[src/bdc_defines.svh]
`ifndef BDC_DEFINES_SVH
`define BDC_DEFINES_SVH

// register indices; the byte address is four times the index
`define BDC_IDX_HIGH      3'h0
`define BDC_IDX_LOW       3'h1
`define BDC_IDX_CTRL      3'h2
`define BDC_IDX_EVT_STAT  3'h3
`define BDC_IDX_EVT_CLR   3'h4
`define BDC_IDX_EVT_EN    3'h5
`define BDC_IDX_LAST      3'h5

// fields of the high register
`define BDC_HI_BRK_IE     7
`define BDC_HI_EDGE_IE    6
`define BDC_HI_STOP2      5
`define BDC_HI_DIV_MSB    4

// fields of the control register
`define BDC_CTRL_RE       0
`define BDC_CTRL_TE       1

// event bits
`define BDC_EVT_BRK       0
`define BDC_EVT_EDGE      1
`define BDC_EVT_LOAD      2
`define BDC_EVT_W         3

// reset values
`define BDC_HIGH_RST      8'h00
`define BDC_LOW_RST       8'h04
`define BDC_DIV_RST       13'h0004

// documented divisor width and oversampling ratio
`define BDC_DIV_W         13
`define BDC_OVS           16

`endif

[src/bdc_pkg.sv]
package bdc_pkg;
  typedef logic [2:0] bdc_idx_t;
  typedef logic [7:0] bdc_byte_t;
  typedef logic [2:0] bdc_evt_t;
endpackage : bdc_pkg

[src/bdc_gen_if.sv]
`timescale 1ns/1ps
interface bdc_gen_if #(
  parameter int DIV_W = 13
);
  logic [DIV_W-1:0] divisor;
  logic             run;
  logic             sample_tick;
  logic             bit_tick;

  modport ctrl (output divisor, output run, input sample_tick, input bit_tick);
  modport gen  (input divisor, input run, output sample_tick, output bit_tick);
endinterface : bdc_gen_if

[src/bdc_rate_gen.sv]
`timescale 1ns/1ps
`include "bdc_defines.svh"
module bdc_rate_gen
  import bdc_pkg::*;
#(
  parameter int DIV_W = `BDC_DIV_W,
  parameter int OVS   = `BDC_OVS
) (
  input  wire logic pclk,
  input  wire logic presetn,
  bdc_gen_if.gen    gi
);
  localparam int OS_W = $clog2(OVS);

  if (OVS < 2 || (1 << OS_W) != OVS) begin : g_chk
    $error("oversampling ratio must be a power of two of at least 2");
  end

  logic [DIV_W-1:0] pre_q;
  logic [OS_W-1:0]  os_q;
  logic             st_q;
  logic             bt_q;
  logic             pre_wrap;

  // prescaler wraps at divisor-1; also catches a divisor lowered under it
  assign pre_wrap = (pre_q >= gi.divisor - DIV_W'(1));

  // prescaler: one sample tick per divisor bus clocks
  always_ff @(posedge pclk or negedge presetn) begin
    if (!presetn) begin
      pre_q <= '0;
      st_q  <= 1'b0;
    end else if (!gi.run) begin
      pre_q <= '0;
      st_q  <= 1'b0;
    end else begin
      st_q  <= pre_wrap;
      pre_q <= pre_wrap ? '0 : pre_q + DIV_W'(1);
    end
  end

  // oversampling counter: one bit tick per sixteen sample ticks
  always_ff @(posedge pclk or negedge presetn) begin
    if (!presetn) begin
      os_q <= '0;
      bt_q <= 1'b0;
    end else if (!gi.run) begin
      os_q <= '0;
      bt_q <= 1'b0;
    end else begin
      bt_q <= pre_wrap && (os_q == OS_W'(OVS - 1));
      if (pre_wrap) begin
        os_q <= os_q + OS_W'(1);
      end
    end
  end

  assign gi.sample_tick = st_q;
  assign gi.bit_tick    = bt_q;

  // helper: cycles since last bit tick, and whether divisor held steady
  logic [DIV_W+OS_W:0] gap_q;
  logic                steady_q;
  logic [DIV_W-1:0]    div_seen_q;
  always_ff @(posedge pclk or negedge presetn) begin
    if (!presetn) begin
      gap_q      <= '0;
      steady_q   <= 1'b0;
      div_seen_q <= '0;
    end else begin
      div_seen_q <= gi.divisor;
      if (!gi.run) begin
        gap_q    <= '0;
        steady_q <= 1'b0;
      end else if (bt_q) begin
        gap_q    <= (DIV_W+OS_W+1)'(1);
        steady_q <= 1'b1;
      end else begin
        gap_q    <= gap_q + (DIV_W+OS_W+1)'(1);
        steady_q <= steady_q && (div_seen_q == gi.divisor);
      end
    end
  end
endmodule : bdc_rate_gen

[src/bdc_baud_cfg.sv]
// The implementer's own choice: register access over APB.
`timescale 1ns/1ps
`include "bdc_defines.svh"
// Notes on behaviour
// - high byte first; its divisor part waits until the low byte write loads all 13 bits.
// - with the break-detect enable set the break-detect flag raises an interrupt, otherwise only via its sticky event when its event enable is set.
// - with the rx-edge enable set the rx-edge flag raises an interrupt, otherwise only via its sticky event when its event enable is set.
// - the stop-bit select gives one stop bit when 0 and two when 1.
// - a divisor of zero stops the bit-rate generator completely.
// - for divisors 1 to 8191 the bit rate is the bus clock over sixteen times the divisor.
// - after reset the generator stays idle until receive or transmit enable is first set to 1.
module bdc_baud_cfg
  import bdc_pkg::*;
#(
  parameter int ADDR_W = 12,
  parameter int DIV_W  = `BDC_DIV_W
) (
  input  wire logic              pclk,
  input  wire logic              presetn,
  input  wire logic              psel,
  input  wire logic              penable,
  input  wire logic              pwrite,
  input  wire logic [ADDR_W-1:0] paddr,
  input  wire logic [31:0]       pwdata,
  output logic      [31:0]       prdata,
  output logic                   pready,
  output logic                   pslverr,
  input  wire logic              break_detect_flag,
  input  wire logic              rx_edge_flag,
  output logic                   receive_enable,
  output logic                   transmit_enable,
  output logic                   stop_bit_count_select,
  output logic                   sample_tick,
  output logic                   bit_tick,
  output logic                   gen_running,
  output logic                   irq
);

  if (DIV_W != `BDC_DIV_W) begin : g_chk
    $error("divisor width must match the 13-bit register layout");
  end
  if (ADDR_W < 5) begin : g_chk_addr
    $error("address width too small for the register map");
  end

  // reset images of the two divisor registers, sliced per field below
  localparam bdc_byte_t        HIGH_RST = `BDC_HIGH_RST;
  localparam logic [DIV_W-1:0] DIV_RST  = `BDC_DIV_RST;

  bdc_gen_if #(.DIV_W(DIV_W)) gi ();

  bdc_rate_gen #(
    .DIV_W (DIV_W),
    .OVS   (`BDC_OVS)
  ) u_gen (
    .pclk    (pclk),
    .presetn (presetn),
    .gi      (gi)
  );

  // decode helpers
  function automatic logic addr_ok(input logic [ADDR_W-1:0] a);
    addr_ok = (a[1:0] == 2'b00) && (a[ADDR_W-1:5] == '0)
              && (a[4:2] <= `BDC_IDX_LAST);
  endfunction : addr_ok

  function automatic bdc_idx_t addr_idx(input logic [ADDR_W-1:0] a);
    addr_idx = a[4:2];
  endfunction : addr_idx

  logic      setup_ph;
  logic      access_ph;
  logic      wr_en;
  logic      hit;
  bdc_idx_t  idx;
  bdc_byte_t wbyte;

  // apb phase decode; the slave never inserts wait states
  assign setup_ph  = psel && !penable;
  assign access_ph = psel && penable;
  assign hit       = addr_ok(paddr);
  assign idx       = addr_idx(paddr);
  assign wbyte     = pwdata[7:0];
  assign wr_en     = access_ph && pwrite && hit;
  assign pready    = access_ph;
  assign pslverr   = access_ph && !hit;

  logic            wr_high;
  logic            wr_low;
  logic            wr_ctrl;
  logic            wr_clr;
  logic            wr_en_evt;
  assign wr_high   = wr_en && (idx == `BDC_IDX_HIGH);
  assign wr_low    = wr_en && (idx == `BDC_IDX_LOW);
  assign wr_ctrl   = wr_en && (idx == `BDC_IDX_CTRL);
  assign wr_clr    = wr_en && (idx == `BDC_IDX_EVT_CLR);
  assign wr_en_evt = wr_en && (idx == `BDC_IDX_EVT_EN);

  // high register: option bits act at once, divisor part is only staged
  logic                     brk_ie_q;
  logic                     edge_ie_q;
  logic                     stop2_q;
  logic [`BDC_HI_DIV_MSB:0] div_hi_buf_q;
  always_ff @(posedge pclk or negedge presetn) begin
    if (!presetn) begin
      brk_ie_q     <= HIGH_RST[`BDC_HI_BRK_IE];
      edge_ie_q    <= HIGH_RST[`BDC_HI_EDGE_IE];
      stop2_q      <= HIGH_RST[`BDC_HI_STOP2];
      div_hi_buf_q <= DIV_RST[DIV_W-1:8];
    end else if (wr_high) begin
      brk_ie_q     <= wbyte[`BDC_HI_BRK_IE];
      edge_ie_q    <= wbyte[`BDC_HI_EDGE_IE];
      stop2_q      <= wbyte[`BDC_HI_STOP2];
      div_hi_buf_q <= wbyte[`BDC_HI_DIV_MSB:0];
    end
  end

  // working divisor: loaded whole on a low byte write
  logic [DIV_W-1:0] div_q;
  always_ff @(posedge pclk or negedge presetn) begin
    if (!presetn) begin
      div_q <= DIV_RST;
    end else if (wr_low) begin
      div_q <= {div_hi_buf_q, wbyte};
    end
  end

  // receive and transmit enables
  logic re_q;
  logic te_q;
  always_ff @(posedge pclk or negedge presetn) begin
    if (!presetn) begin
      re_q <= 1'b0;
      te_q <= 1'b0;
    end else if (wr_ctrl) begin
      re_q <= wbyte[`BDC_CTRL_RE];
      te_q <= wbyte[`BDC_CTRL_TE];
    end
  end

  // generator armed at the first enable of either direction, then stays armed
  logic armed_q;
  always_ff @(posedge pclk or negedge presetn) begin
    if (!presetn) begin
      armed_q <= 1'b0;
    end else if (wr_ctrl && (wbyte[`BDC_CTRL_RE] || wbyte[`BDC_CTRL_TE])) begin
      armed_q <= 1'b1;
    end
  end

  // generator runs only when armed and the divisor is nonzero
  assign gi.divisor = div_q;
  assign gi.run     = armed_q && (div_q != '0);

  // rising edges of the flags and divisor loads are sticky events
  logic     brk_prev_q;
  logic     edge_prev_q;
  bdc_evt_t evt_set;
  bdc_evt_t evt_stat_q;
  bdc_evt_t evt_en_q;
  always_ff @(posedge pclk or negedge presetn) begin
    if (!presetn) begin
      brk_prev_q  <= 1'b0;
      edge_prev_q <= 1'b0;
    end else begin
      brk_prev_q  <= break_detect_flag;
      edge_prev_q <= rx_edge_flag;
    end
  end

  always_comb begin
    evt_set                = '0;
    evt_set[`BDC_EVT_BRK]  = break_detect_flag && !brk_prev_q;
    evt_set[`BDC_EVT_EDGE] = rx_edge_flag && !edge_prev_q;
    evt_set[`BDC_EVT_LOAD] = wr_low;
  end

  // sticky status: a new event wins over a clear in the same cycle
  always_ff @(posedge pclk or negedge presetn) begin
    if (!presetn) begin
      evt_stat_q <= '0;
    end else begin
      evt_stat_q <= (evt_stat_q & ~(wr_clr ? wbyte[`BDC_EVT_W-1:0] : '0)) | evt_set;
    end
  end

  // event interrupt enables
  always_ff @(posedge pclk or negedge presetn) begin
    if (!presetn) begin
      evt_en_q <= '0;
    end else if (wr_en_evt) begin
      evt_en_q <= wbyte[`BDC_EVT_W-1:0];
    end
  end

  // interrupt: live flags gated by the high register enables, plus sticky events
  assign irq = (brk_ie_q && break_detect_flag)
             || (edge_ie_q && rx_edge_flag)
             || |(evt_stat_q & evt_en_q);

  // read mux; data is captured in the setup phase so prdata is a flop
  function automatic bdc_byte_t rd_val(input bdc_idx_t i);
    unique case (i)
      `BDC_IDX_HIGH:     rd_val = {brk_ie_q, edge_ie_q, stop2_q, div_hi_buf_q};
      `BDC_IDX_LOW:      rd_val = div_q[7:0];
      `BDC_IDX_CTRL:     rd_val = {6'h00, te_q, re_q};
      `BDC_IDX_EVT_STAT: rd_val = {5'h00, evt_stat_q};
      `BDC_IDX_EVT_EN:   rd_val = {5'h00, evt_en_q};
      default:           rd_val = 8'h00; // clear register and holes read zero
    endcase
  endfunction : rd_val

  logic [31:0] prdata_q;
  always_ff @(posedge pclk or negedge presetn) begin
    if (!presetn) begin
      prdata_q <= 32'h00000000;
    end else if (setup_ph && !pwrite) begin
      prdata_q <= hit ? {24'h000000, rd_val(idx)} : 32'h00000000;
    end
  end

  assign prdata                = prdata_q;
  assign receive_enable        = re_q;
  assign transmit_enable       = te_q;
  assign stop_bit_count_select = stop2_q;
  assign sample_tick           = gi.sample_tick;
  assign bit_tick              = gi.bit_tick;
  assign gen_running           = gi.run;
endmodule : bdc_baud_cfg

[config.mk]
export PLATFORM = sky130hd
export DESIGN_NAME = bdc_baud_cfg
export DESIGN_NICKNAME = d
export VERILOG_FILES = /design/src/bdc_pkg.sv /design/src/bdc_gen_if.sv /design/src/bdc_rate_gen.sv /design/src/bdc_baud_cfg.sv
export VERILOG_INCLUDE_DIRS = /design/src
export SDC_FILE = /design/constraint.sdc
export NUM_CORES = 1
export LEC_CHECK = 0
export BUFFER_PORTS_ARGS = -buffer_cell sky130_fd_sc_hd__clkbuf_2
export CAP_MARGIN = 20
export CORE_UTILIZATION = 53
export CTS_CLUSTER_SIZE = 28
export DETAILED_ROUTE_END_ITERATION = 6
export PLACE_DENSITY_LB_ADDON = 0.05
export SYNTH_ARGS = -nofsm -noshare
export SYNTH_HDL_FRONTEND = slang
export SYNTH_SLANG_ARGS = --single-unit
[constraint.sdc]
create_clock -name pclk -period 4.2 [get_ports pclk]
set_input_delay 0.42 -clock pclk [delete_from_list [all_inputs] [get_ports pclk]]
set_output_delay 0.42 -clock pclk [all_outputs]
set_load 0.03 [all_outputs]
==> metrics.cfg, run 1 <==
[status]
status = finished, final reports clean

[timing]
hold_ws_ns = 0.104
rsz0062_at_grt = no
post-route-period-util_pct = 86.1
drv_slew = 0
timing.fmax_ghz = 0.277
tightest_slew_ns = 0.750
fin_worst_skew_ns = 0.00742
finalCriticalPeriod_ns = 3.62
setup_viol = 0
finalHoldViolCount = 0
slew_headroom_pct = 50.0
setup-tns-final_ns = 0

[floorplan]
initial_core_util_pct = 56.4
die_h_um = 82.3
coreArea_mm2 = 0.00606
ios = 92
std_cell_rows = 28
fp.dieW_um = 82.3
die-area_mm2 = 0.00677

[placed_design]
dp_hpwl_um = 4960
portBuffers = 43
gp_congestion = 0.857

[cts]
clk_pin_slew_ns = 0.06
cts_buffers = 9
cts.htree.levels = 3
cts_sinks = 59
cts_tree = done
clk_path_buf_depth = 2
insertion_delay_ns = 0.33
cts_resized = 0
cts_setup_buffers = 0
cts_hold_buf = 0
cts_root_buf = clkbuf_8

[layout]
area.growth.synth_to_final_pct = 9.74
antenna_cells = 0
multi_input_area_mm2 = 0.00177
drive_above_1_share_pct = 26.8
ff_latch_area_mm2 = 0.00148
fin_nets = 442
num-fill-cells = 535

[worst_setup_path]
critPathMaxStageDelay_ns = 0.57
crit_required_ns = 4.45
startpoint_type = flip-flop
cp-end-kind = flip-flop
crit_chain = or4_4, nor2_4, nand2_2, or4_4, xor2_1, ha_1, a211oi_1, o21bai_1, a211oi_1, nand3_2, nor2_1
crit_type = flip-flop to flip-flop
crit_fanout = 12
cpMaxStageDelayCell = or4_4
worstPathArrival_ns = 3.86

[power]
power_density_mw_per_mm2 = 282
totalPowerFinal_w = 0.00106
p_leak_nw = 1.94
ir_worst_vdd_mv = 0.194

[logic_synthesis]
netlist_area_mm2 = 0.00342
ys_seq_area_share_pct = 43.2
synthAdderAreaFrac_pct = 6.22
syn-instance-count = 327
synth.area.mux_share_pct = 12.1
ys_seq_elements = 59
avgSynthCellArea_um2 = 10.4
yosys.area_share.simple_pct = 17.4
synth_compound_area_share_pct = 8.02
synth_top_family_by_area = simple AND/OR/NAND/NOR gates
synth_xor_area_share_pct = 5.38
synthDistinctLibCells = 57
yosys_warnings = 0

[run]
maxCapViolations = 0

[min_path]
hold_path_class = input port to async pin

[routing]
via_count = 2448
firstDrtPassIters = 4
drt_iter0_markers = 58
wl_um = 6410
avgRoutedWirePerCell_um = 14.2
drcViolationCount = 0
wl_met3_um = 260
antenna_left = 0
viasPerCell = 5.42
drt-met1-wl_um = 3140
highest_layer = met4
route.met2.wl_um = 2930

[global_route]
globalRouteTotalUtil_pct = 21.8
grt_pass1_vias = 2348
antenna_found_initial = 0
grt_max_degree = 35
gr-total-overflow = 0
grt_pass1_wl_um = 10900

## worst paths after layout
check / cells after the start / to / startpoint / slack (ns)
worst max register to register: 11 / u_gen.pre_q[2]$_DFF_PN0_ / div_q[3]$_DFFE_PN0P_ / 0.58
worst min-delay path: 1 / prdata[7]$_DFFE_PN0P_ / presetn / 0.10
worst max-delay path: 11 / u_gen.pre_q[2]$_DFF_PN0_ / div_q[3]$_DFFE_PN0P_ / 0.58
worst min register to register: 1 / armed_q$_DFFE_PN0P_ / armed_q$_DFFE_PN0P_ / 0.47
max in group asynchronous: 2 / div_q[2]$_DFFE_PN1P_ / presetn / 3.19
min in group pclk: 1 / edge_prev_q$_DFF_PN0_ / rx_edge_flag / 0.23
## critical path, delay by kind of cell, from the launching register on
family	cells	cell delay (ns)
flops	1	0.44
simple gates	6	1.74
xor+xnor	1	0.16
compound gates	3	0.89
fa+ha+maj	1	0.30
## logic make-up after synthesis
| group | Yosys count |
|---|---|
| XOR/XNOR | 21 |
| other | 1 |
| adder cells (fa/ha/maj) | 17 |
| flip-flops | 59 |
| AO/OA/AOI/OAI | 43 |
| AND/OR/NAND/NOR | 106 |
| multiplexers | 38 |
| buffers and inverters | 42 |
## metal layers
| layer | up-vias | track usage, % |
|---|---|---|
| li1 | 1197 | - |
| met1 | 1182 | 29.7 |
| met2 | 60 | 34.0 |
| met3 | 9 | 4.95 |
| met4 | 0 | 7.89 |
| met5 | - | 0 |
## flip-flops by register name (all words and copies together) (netlist names)
register,flops
armed_q,1
brk_ie_q,1
brk_prev_q,1
div_hi_buf_q,5
div_q,13
edge_ie_q,1
edge_prev_q,1
evt_en_q,3
evt_stat_q,3
prdata,8
receive_enable,1
stop_bit_count_select,1
transmit_enable,1
u_gen.gi.bit_tick,1
u_gen.gi.sample_tick,1
u_gen.os_q,4
u_gen.pre_q,13
## where the power goes
part | total, W | internal (W) | switching, W | leakage, nW
Clock | 0.000408 | 0.000203 | 0.000205 | 0.0815
Combinational | 0.0000787 | 0.0000175 | 0.0000612 | 1.05
Sequential | 0.000570 | 0.000570 | 0.000000484 | 0.806
## cell usage after synthesis, drive strengths merged
cell,number,share of area [%]
nand3,11,1.8
or4,3,0.88
nand2,26,2.9
a21oi,9,1.3
a21boi,2,0.44
a21o,4,0.88
buf,27,5.9
a31oi,1,0.18
a41o,1,0.33
xnor2,10,2.6
ha,17,6.2
nor2,28,3.4
nand2b,3,0.55
mux2i,12,3.5
a222oi,1,0.29
a22oi,1,0.22
clkbuf,4,0.44
and3,4,0.73
dfrtp,58,42
nand4b,2,0.70
a211o,1,0.26
o21bai,1,0.22
nor2b,1,0.18
nor3b,1,0.37
a211oi,2,0.44
or3b,1,0.26
mux2,26,8.6
xor2,11,2.8
o31ai,1,0.22
or3,1,0.18
nor4b,1,0.26
or2,2,0.37
dfstp,1,0.77
inv,11,1.2
nor4,3,1.2
o21ai,15,2.2
o31a,1,0.26
nand4,5,0.92
nor3,9,1.6
a22o,3,0.77
and4,1,0.26
nand3b,1,0.22
conb,1,0.11
and2,3,0.62
## stage by stage
stage | util (%) | area [µm²] | worst slack (ns) | cells
6_report | 61.9 | 3750 | 0.584 | 452
2_1_floorplan | - | 3500 | 1.09 | 350
3_5_place_dp | 59.4 | 3600 | 0.665 | 438
4_1_cts | 61.9 | 3750 | 0.630 | 452
3_3_place_gp | 59.4 | 3600 | 0.687 | 438
5_1_grt | 61.9 | 3750 | 0.387 | 452
## cell type report
| type | instances | share of cell area [%] |
|---|---|---|
| clock inverter | 4 | 0.534 |
| sequential | 59 | 39.4 |
| tap | 75 | 2.50 |
| clock buffer | 10 | 3.40 |
| timing repair buffer | 44 | 5.94 |
| inverter | 11 | 1.10 |
| multi-input combinational | 249 | 47.1 |
## cells in the final DEF, fill, tap and decap left out, types with 2 or more instances in the layout
cell,Yosys,routed
a211oi_1,2,2
nand2_1,25,25
a22o_1,3,3
inv_1,10,10
and2_2,2,2
nand2b_1,3,3
conb_1,1,24
mux2i_1,12,12
dfrtp_1,58,58
nor2_1,26,26
o21ai_0,15,15
ha_1,17,17
or4_4,2,2
xor2_1,11,11
a21oi_1,9,9
nand3_1,10,10
mux2_2,26,26
nor3_1,8,8
a21boi_0,2,2
nand4_1,5,5
a21o_1,4,4
and3_1,4,4
clkinv_2,0,4
xnor2_1,10,10
clkbuf_2,0,43
or2_2,2,2
clkbuf_8,0,9
Note: power is estimated with default switching activity, not from simulation.
==> inputs of run 2 (changes only) <==
- ABC_AREA: not set -> 1
- CORE_UTILIZATION: 53 -> 54
==> metrics.cfg, run 2 <==
[placed_design]
place_ws_ns = 1.14  ; +0.472 ns
gp_congestion = 0.855  ; -0.16%
dp_hpwl_um = 5340  ; +7.5%
portBuffers = 43  ; unchanged

[cts]
cts_tree = done
cts_buffers = 9  ; unchanged
cts_resized = 0  ; unchanged
cts_sinks = 59  ; unchanged
cts_root_buf = clkbuf_8
insertion_delay_ns = 0.34  ; about the same
cts_setup_buffers = 0  ; unchanged
clk_path_buf_depth = 2  ; unchanged
cts.htree.levels = 3  ; unchanged
clk_pin_slew_ns = 0.07  ; about the same
cts_hold_buf = 0  ; unchanged

[worst_setup_path]
cp-end-kind = flip-flop
reg2reg_to = u_gen.pre_q[0]$_DFF_PN0_
cpMaxStageDelayCell = nand3_1
startpoint_type = flip-flop
critPathMaxStageDelay_ns = 0.40  ; -0.17 ns
reg2reg_depth = 19  ; +8
r2r_setup_slack_ns = 1.15  ; +0.56 ns
crit_chain = inv_1, ha_1, nand2_1, inv_1, nand2_1, nor2_1, nand2_1, nor2_1, xnor2_1, ha_1, nand2_1, inv_1, nand2_1, nor2_1, nand2_1, nand2_1, nor2_2, nand3_1, nor2_1
crit_required_ns = 4.45  ; about the same
crit_start = div_q[0]$_DFFE_PN0P_
worstPathArrival_ns = 3.30  ; -0.56 ns
rr_startpoint = div_q[0]$_DFFE_PN0P_
critPathMostFrequentCell = nand2_1
crit_type = flip-flop to flip-flop
crit_fanout = 13  ; +1

[timing]
setup_viol = 0  ; unchanged
tightest_slew_ns = 0.857  ; +0.108 ns
layout_setup_ws_ns = 1.15  ; +0.563 ns
rsz0062_at_grt = no
drv_slew = 0  ; unchanged
slew_headroom_pct = 42.8  ; -7.1 points
finalCriticalPeriod_ns = 3.05  ; -0.563 ns
timing.fmax_ghz = 0.327  ; +18%
setup-tns-final_ns = 0  ; unchanged
post-route-period-util_pct = 72.7  ; -13 points
finalHoldViolCount = 0  ; unchanged
fin_worst_skew_ns = 0.0105  ; +0.00307 ns

[routing]
antenna_left = 0  ; unchanged
wl_met3_um = 265  ; +1.9%
wl_um = 7080  ; +10%
viasPerCell = 4.88  ; -9.9%
route.met2.wl_um = 3100  ; +5.6%
avgRoutedWirePerCell_um = 12.0  ; -15%
firstDrtPassIters = 7  ; +3
via_count = 2880  ; +18%
drcViolationCount = 20  ; +20
drt-met1-wl_um = 3640  ; +16%
highest_layer = met4
drt_iter0_markers = 181  ; +210%

[global_route]
grt_max_degree = 60  ; +71%
grt_pass1_wl_um = 12000  ; +9.9%
globalRouteTotalUtil_pct = 21.8  ; about the same
gr-total-overflow = 0  ; unchanged
grt_pass1_vias = 2609  ; +11%
antenna_found_initial = 0  ; unchanged

[logic_synthesis]
netlist_top_cells_area = dfrtp_1 40%, nand2_1 13%, inv_1 6.2%
netlist_area_mm2 = 0.00361  ; +5.8%
yosysTopAreaCellShare_pct = 40.2  ; -2.3 points
avgSynthCellArea_um2 = 7.86  ; -25%
ys.flop_type = dfrtp_1
yosys.area.top_type = dfrtp_1
async_flop_share_pct = 100  ; unchanged
synthDistinctLibCells = 32  ; -44%
ys_seq_elements = 59  ; unchanged
syn-instance-count = 460  ; +41%
ys_seq_area_share_pct = 40.9  ; -2.4 points
yosys_warnings = 0  ; unchanged
synth_enable_flop_cells = 0  ; unchanged
yosys-top-cells-count = 124 x nand2_1, 60 x inv_1, 58 x dfrtp_1, 52 x nor2_1, 26 x nand3_1
yosysMostFrequentCell = nand2_1

[layout]
num-fill-cells = 571  ; +6.7%
fin_util_pct = 62.4  ; +0.57 points
final_cell_mix = 124 x nand2_1, 60 x inv_1, 58 x dfrtp_1
mostFrequentLayoutCell = nand2_1
fin_nets = 576  ; +30%
drive_above_1_share_pct = 18.3  ; -8.5 points
antenna_cells = 0  ; unchanged
area.growth.synth_to_final_pct = 10.9

[power]
totalPowerFinal_w = 0.00124  ; +17%
power_density_mw_per_mm2 = 309  ; +9.6%
ir_worst_vdd_mv = 0.254  ; +31%
p_leak_nw = 2.22  ; +15%

[floorplan]
initial_core_util_pct = 56.3  ; -0.096 points
fp.dieW_um = 83.8  ; +1.8%
die-area_mm2 = 0.00702  ; +3.7%
std_cell_rows = 29  ; +3.6%
die_h_um = 83.8  ; +1.8%
ios = 92  ; unchanged
coreArea_mm2 = 0.00642  ; +6.0%

[min_path]
hold_path_class = input port to flip-flop
hp-start = break_detect_flag
hold_path_end = brk_prev_q$_DFF_PN0_
hold_depth = 1

[status]
status = finished, violations left
violations = DRC

[run]
maxCapViolations = 0  ; unchanged

[run 2: report_power, final]
group	internal [W]	switching, W
Clock	0.000351	0.000235
Combinational	0.0000161	0.0000668
Sequential	0.000569	0.000000538
[run 2: logic make-up (layout without fill, tap and decap cells)]
| logic type | count (synthesis) | in the layout | synth area share (%) |
|---|---|---|---|
| flip-flops | 59 | 59 | 40.9 |
| adder cells (fa/ha/maj) | 17 | 17 | 5.88 |
| AO/OA/AOI/OAI | 52 | 52 | 9.73 |
| buffers and inverters | 92 | 122 | 13.1 |
| XOR/XNOR | 18 | 18 | 4.36 |
| AND/OR/NAND/NOR | 221 | 221 | 26.0 |
| other | 1 | 24 | 0.104 |
[run 2: worst max-delay path, delay by kind of cell, from the launching register on]
family        cells  cell delay, ns
xor+xnor          1            0.15
fa+ha+maj         2            0.49
flops             1            0.38
simple gates     13            1.64
buf+inv           3            0.30
[run 2: worst max-delay path by stage]
stage | to | slack (ns)
after floorplan | u_gen.pre_q[11]$_DFF_PN0_ | 1.72
after global placement | u_gen.pre_q[0]$_DFF_PN0_ | 1.20
after detailed placement | u_gen.pre_q[0]$_DFF_PN0_ | 1.14
after CTS | u_gen.pre_q[0]$_DFF_PN0_ | 1.11
after global routing | u_gen.pre_q[7]$_DFF_PN0_ | 0.84
final | u_gen.pre_q[0]$_DFF_PN0_ | 1.15
[run 2: layer usage]
metal  vias to the layer above  track usage [%]
li1                       1495                -
met1                      1316             30.8
met2                        62             33.1
met3                         7             5.44
met4                         0             6.90
met5                         -                0
[run 2: metrics by stage]
step / area (µm²) / hold slack [ns] / instances
2_1_floorplan: 3700 / 0.124 / 483
3_3_place_gp: 3780 / 0.461 / 574
3_5_place_dp: 3780 / 0.469 / 574
4_1_cts: 4010 / 0.213 / 590
5_1_grt: 4010 / 0.202 / 590
6_report: 4010 / 0.215 / 590
[run 2: layout make-up]
class                           count  area [µm²]  share of cell area [%]
Clock buffer                       10         138                    3.43
Tap cell                           77        96.3                    2.40
Sequential cell                    59        1480                    36.8
Inverter                           62         238                    5.93
Timing Repair Buffer               44         223                    5.55
Clock inverter                      6        87.6                    2.18
Multi-Input combinational cell    332        1750                    43.7
==> inputs of run 3 (changes only) <==
- CORE_UTILIZATION: 54 -> 48
- clock period: 4.2 -> 2.54 ns (I/O delays scaled with it)
==> metrics.cfg, run 3 (synthesis gave the netlist of run 2 again) <==
[global_route]
globalRouteTotalUtil_pct = 20.5  ; -1.3 points
grt_pass1_wl_um = 12200  ; +1.5%
antenna_found_initial = 0  ; unchanged
grt_pass1_vias = 2508  ; -3.9%
grt_max_degree = 28  ; -53%
gr-total-overflow = 0  ; unchanged

[worst_setup_path]
cp_num_buf_inv = 4  ; +1
startpoint_type = flip-flop
r2r_setup_slack_ns = 0.07  ; -1.08 ns
crit_fanout = 6  ; -7
rr_startpoint = div_q[0]$_DFFE_PN0P_
crit_family = simple AND/OR/NAND/NOR gates
reg2reg_to = u_gen.pre_q[1]$_DFF_PN0_
reg2reg_depth = 20  ; +1
crit_type = flip-flop to flip-flop
critPathMostFrequentCell = nand2_2
worstPathArrival_ns = 2.74  ; -0.56 ns
critPathMaxStageDelay_ns = 0.39  ; about the same
crit_chain = inv_2, ha_4, nand2_2, inv_2, nand2_4, nor2_4, nand2_2, nor2_2, xnor2_1, ha_1, nand2_1, inv_1, nand2_2, nor2_2, nand2_1, nand2_2, nor2_4, nand3_4, clkbuf_16, nor2_1
crit_start = div_q[0]$_DFFE_PN0P_
cpMaxStageDelayCell = dfrtp_1
cp-end-kind = flip-flop
crit_required_ns = 2.81  ; -1.64 ns

[timing]
post-route-period-util_pct = 97.4  ; +25 points
setup-tns-final_ns = 0  ; unchanged
drv_slew = 0  ; unchanged
fin_worst_skew_ns = 0.0119  ; +0.00145 ns
slew_headroom_pct = 56.2  ; +13 points
rsz0062_at_grt = yes
finalCriticalPeriod_ns = 2.47  ; -0.579 ns
tightest_slew_ns = 0.656  ; -0.201 ns
timing.fmax_ghz = 0.404  ; +23%
setup_viol = 0  ; unchanged
finalHoldViolCount = 0  ; unchanged

[routing]
via_count = 2973  ; +3.2%
drcViolationCount = 0  ; -100%
highest_layer = met4
antenna_left = 0  ; unchanged
viasPerCell = 4.74  ; -2.9%
wl_met3_um = 222  ; -16%
avgRoutedWirePerCell_um = 12.1  ; +0.56%
drt-met1-wl_um = 3900  ; +7.1%
wl_um = 7560  ; +6.9%
drt_iter0_markers = 160  ; -12%
firstDrtPassIters = 4  ; -3
route.met2.wl_um = 3360  ; +8.7%

[status]
status = finished, final reports clean

[layout]
final_cell_mix = 118 x nand2_1, 58 x dfrtp_1, 57 x inv_1
drive_above_1_share_pct = 25.4  ; +7.1 points
mostFrequentLayoutCell = nand2_1
area.growth.synth_to_final_pct = 19.2
instances_no_fill = 627  ; +6.3%
fin_nets = 591  ; +2.6%
fin_util_pct = 59.4  ; -3.0 points
antenna_cells = 0  ; unchanged

[floorplan]
ios = 92  ; unchanged
std_cell_rows = 31  ; +6.9%
coreArea_mm2 = 0.00725  ; +13%
die-area_mm2 = 0.00788  ; +12%
fp.dieW_um = 88.8  ; +5.9%
initial_core_util_pct = 49.8  ; -6.4 points
die_h_um = 88.8  ; +5.9%

[cts]
clk_pin_slew_ns = 0.08  ; about the same
clk_path_buf_depth = 2  ; unchanged
insertion_delay_ns = 0.34  ; about the same
cts.htree.levels = 3  ; unchanged
cts_buffers = 9  ; unchanged
cts_root_buf = clkbuf_8
cts_sinks = 59  ; unchanged
cts_tree = done

[power]
totalPowerFinal_w = 0.00209  ; +69%
ir_worst_vdd_mv = 0.309  ; +21%
power_density_mw_per_mm2 = 485  ; +57%
p_leak_nw = 2.33  ; +4.9%

[placed_design]
dp_cells = 607  ; +5.7%
portBuffers = 43  ; unchanged
gp_congestion = 0.836  ; -2.2%
dp_hpwl_um = 5620  ; +5.3%

[min_path]
hold_path_class = input port to flip-flop
hold_path_end = brk_prev_q$_DFF_PN0_
hold_depth = 1  ; unchanged
hp-start = break_detect_flag

[run]
maxCapViolations = 0  ; unchanged

## run 3: cell count changes in the layout (fill, tap and decap cells not counted), moves of 2 or more
cell / previous run / this run
buf_4: 1 / 13
nor2_4: 0 / 6
nand2_1: 124 / 118
clkinv_2: 2 / 0
nor2_1: 52 / 39
nand3_1: 26 / 24
nand2_2: 2 / 7
inv_2: 1 / 4
inv_1: 60 / 57
nor2_2: 3 / 10
## run 3: final cells by class
class                   count  area, µm²
fillers                   689       2940
multi-input cells         332       1870
flip-flops and latches     59       1480
repair buffers             59        368
inverters                  62        238
clock buffers              11        151
well taps                  99        124
clock inverters             5       85.1
## run 3: repair_timing
item,4_1_cts,5_1_grt
hold buffers,1,0
pin swaps,0,11
gates resized for setup,3,32
buffers inserted,0,2
endpoints found under the setup margin,14,19
endpoints found under the hold margin,24,0
gates cloned,0,1
## run 3: worst max-delay path by stage
| stage | cells past startpoint | endpoint | slack (ns) |
|---|---|---|---|
| CTS | 20 | u_gen.pre_q[0]$_DFF_PN0_ | 0.02 |
| finish | 20 | u_gen.pre_q[1]$_DFF_PN0_ | 0.07 |
| floorplan | 20 | u_gen.pre_q[11]$_DFF_PN0_ | 0.06 |
| global placement | 20 | u_gen.pre_q[10]$_DFF_PN0_ | 0.04 |
| detailed placement | 20 | u_gen.pre_q[11]$_DFF_PN0_ | -0.02 |
| global route | 20 | u_gen.pre_q[2]$_DFF_PN0_ | -0.14 |
## run 3: layer usage
| layer | GRT usage, % | vias up |
|---|---|---|
| met5 | 0 | - |
| met3 | 4.20 | 6 |
| li1 | - | 1538 |
| met1 | 30.6 | 1372 |
| met2 | 29.2 | 57 |
| met4 | 7.48 | 0 |
## run 3: power by group
group          internal [W]  switching [W]  leakage [nW]  total [W]
Combinational     0.0000305       0.000112          1.42   0.000143
Clock              0.000609       0.000397         0.116    0.00101
Sequential         0.000941    0.000000889         0.801   0.000942
Total               0.00158       0.000510          2.33    0.00209
## run 3: metrics by stage
step | hold WS, ns | setup WS, ns | area, µm²
2_1_floorplan | -0.0416 | 0.0643 | 3700
3_3_place_gp | 0.311 | 0.0413 | 3910
3_5_place_dp | 0.316 | -0.0187 | 3910
4_1_cts | 0.0390 | 0.0189 | 4160
5_1_grt | 0.0291 | -0.138 | 4310
6_report | 0.0460 | 0.0651 | 4310
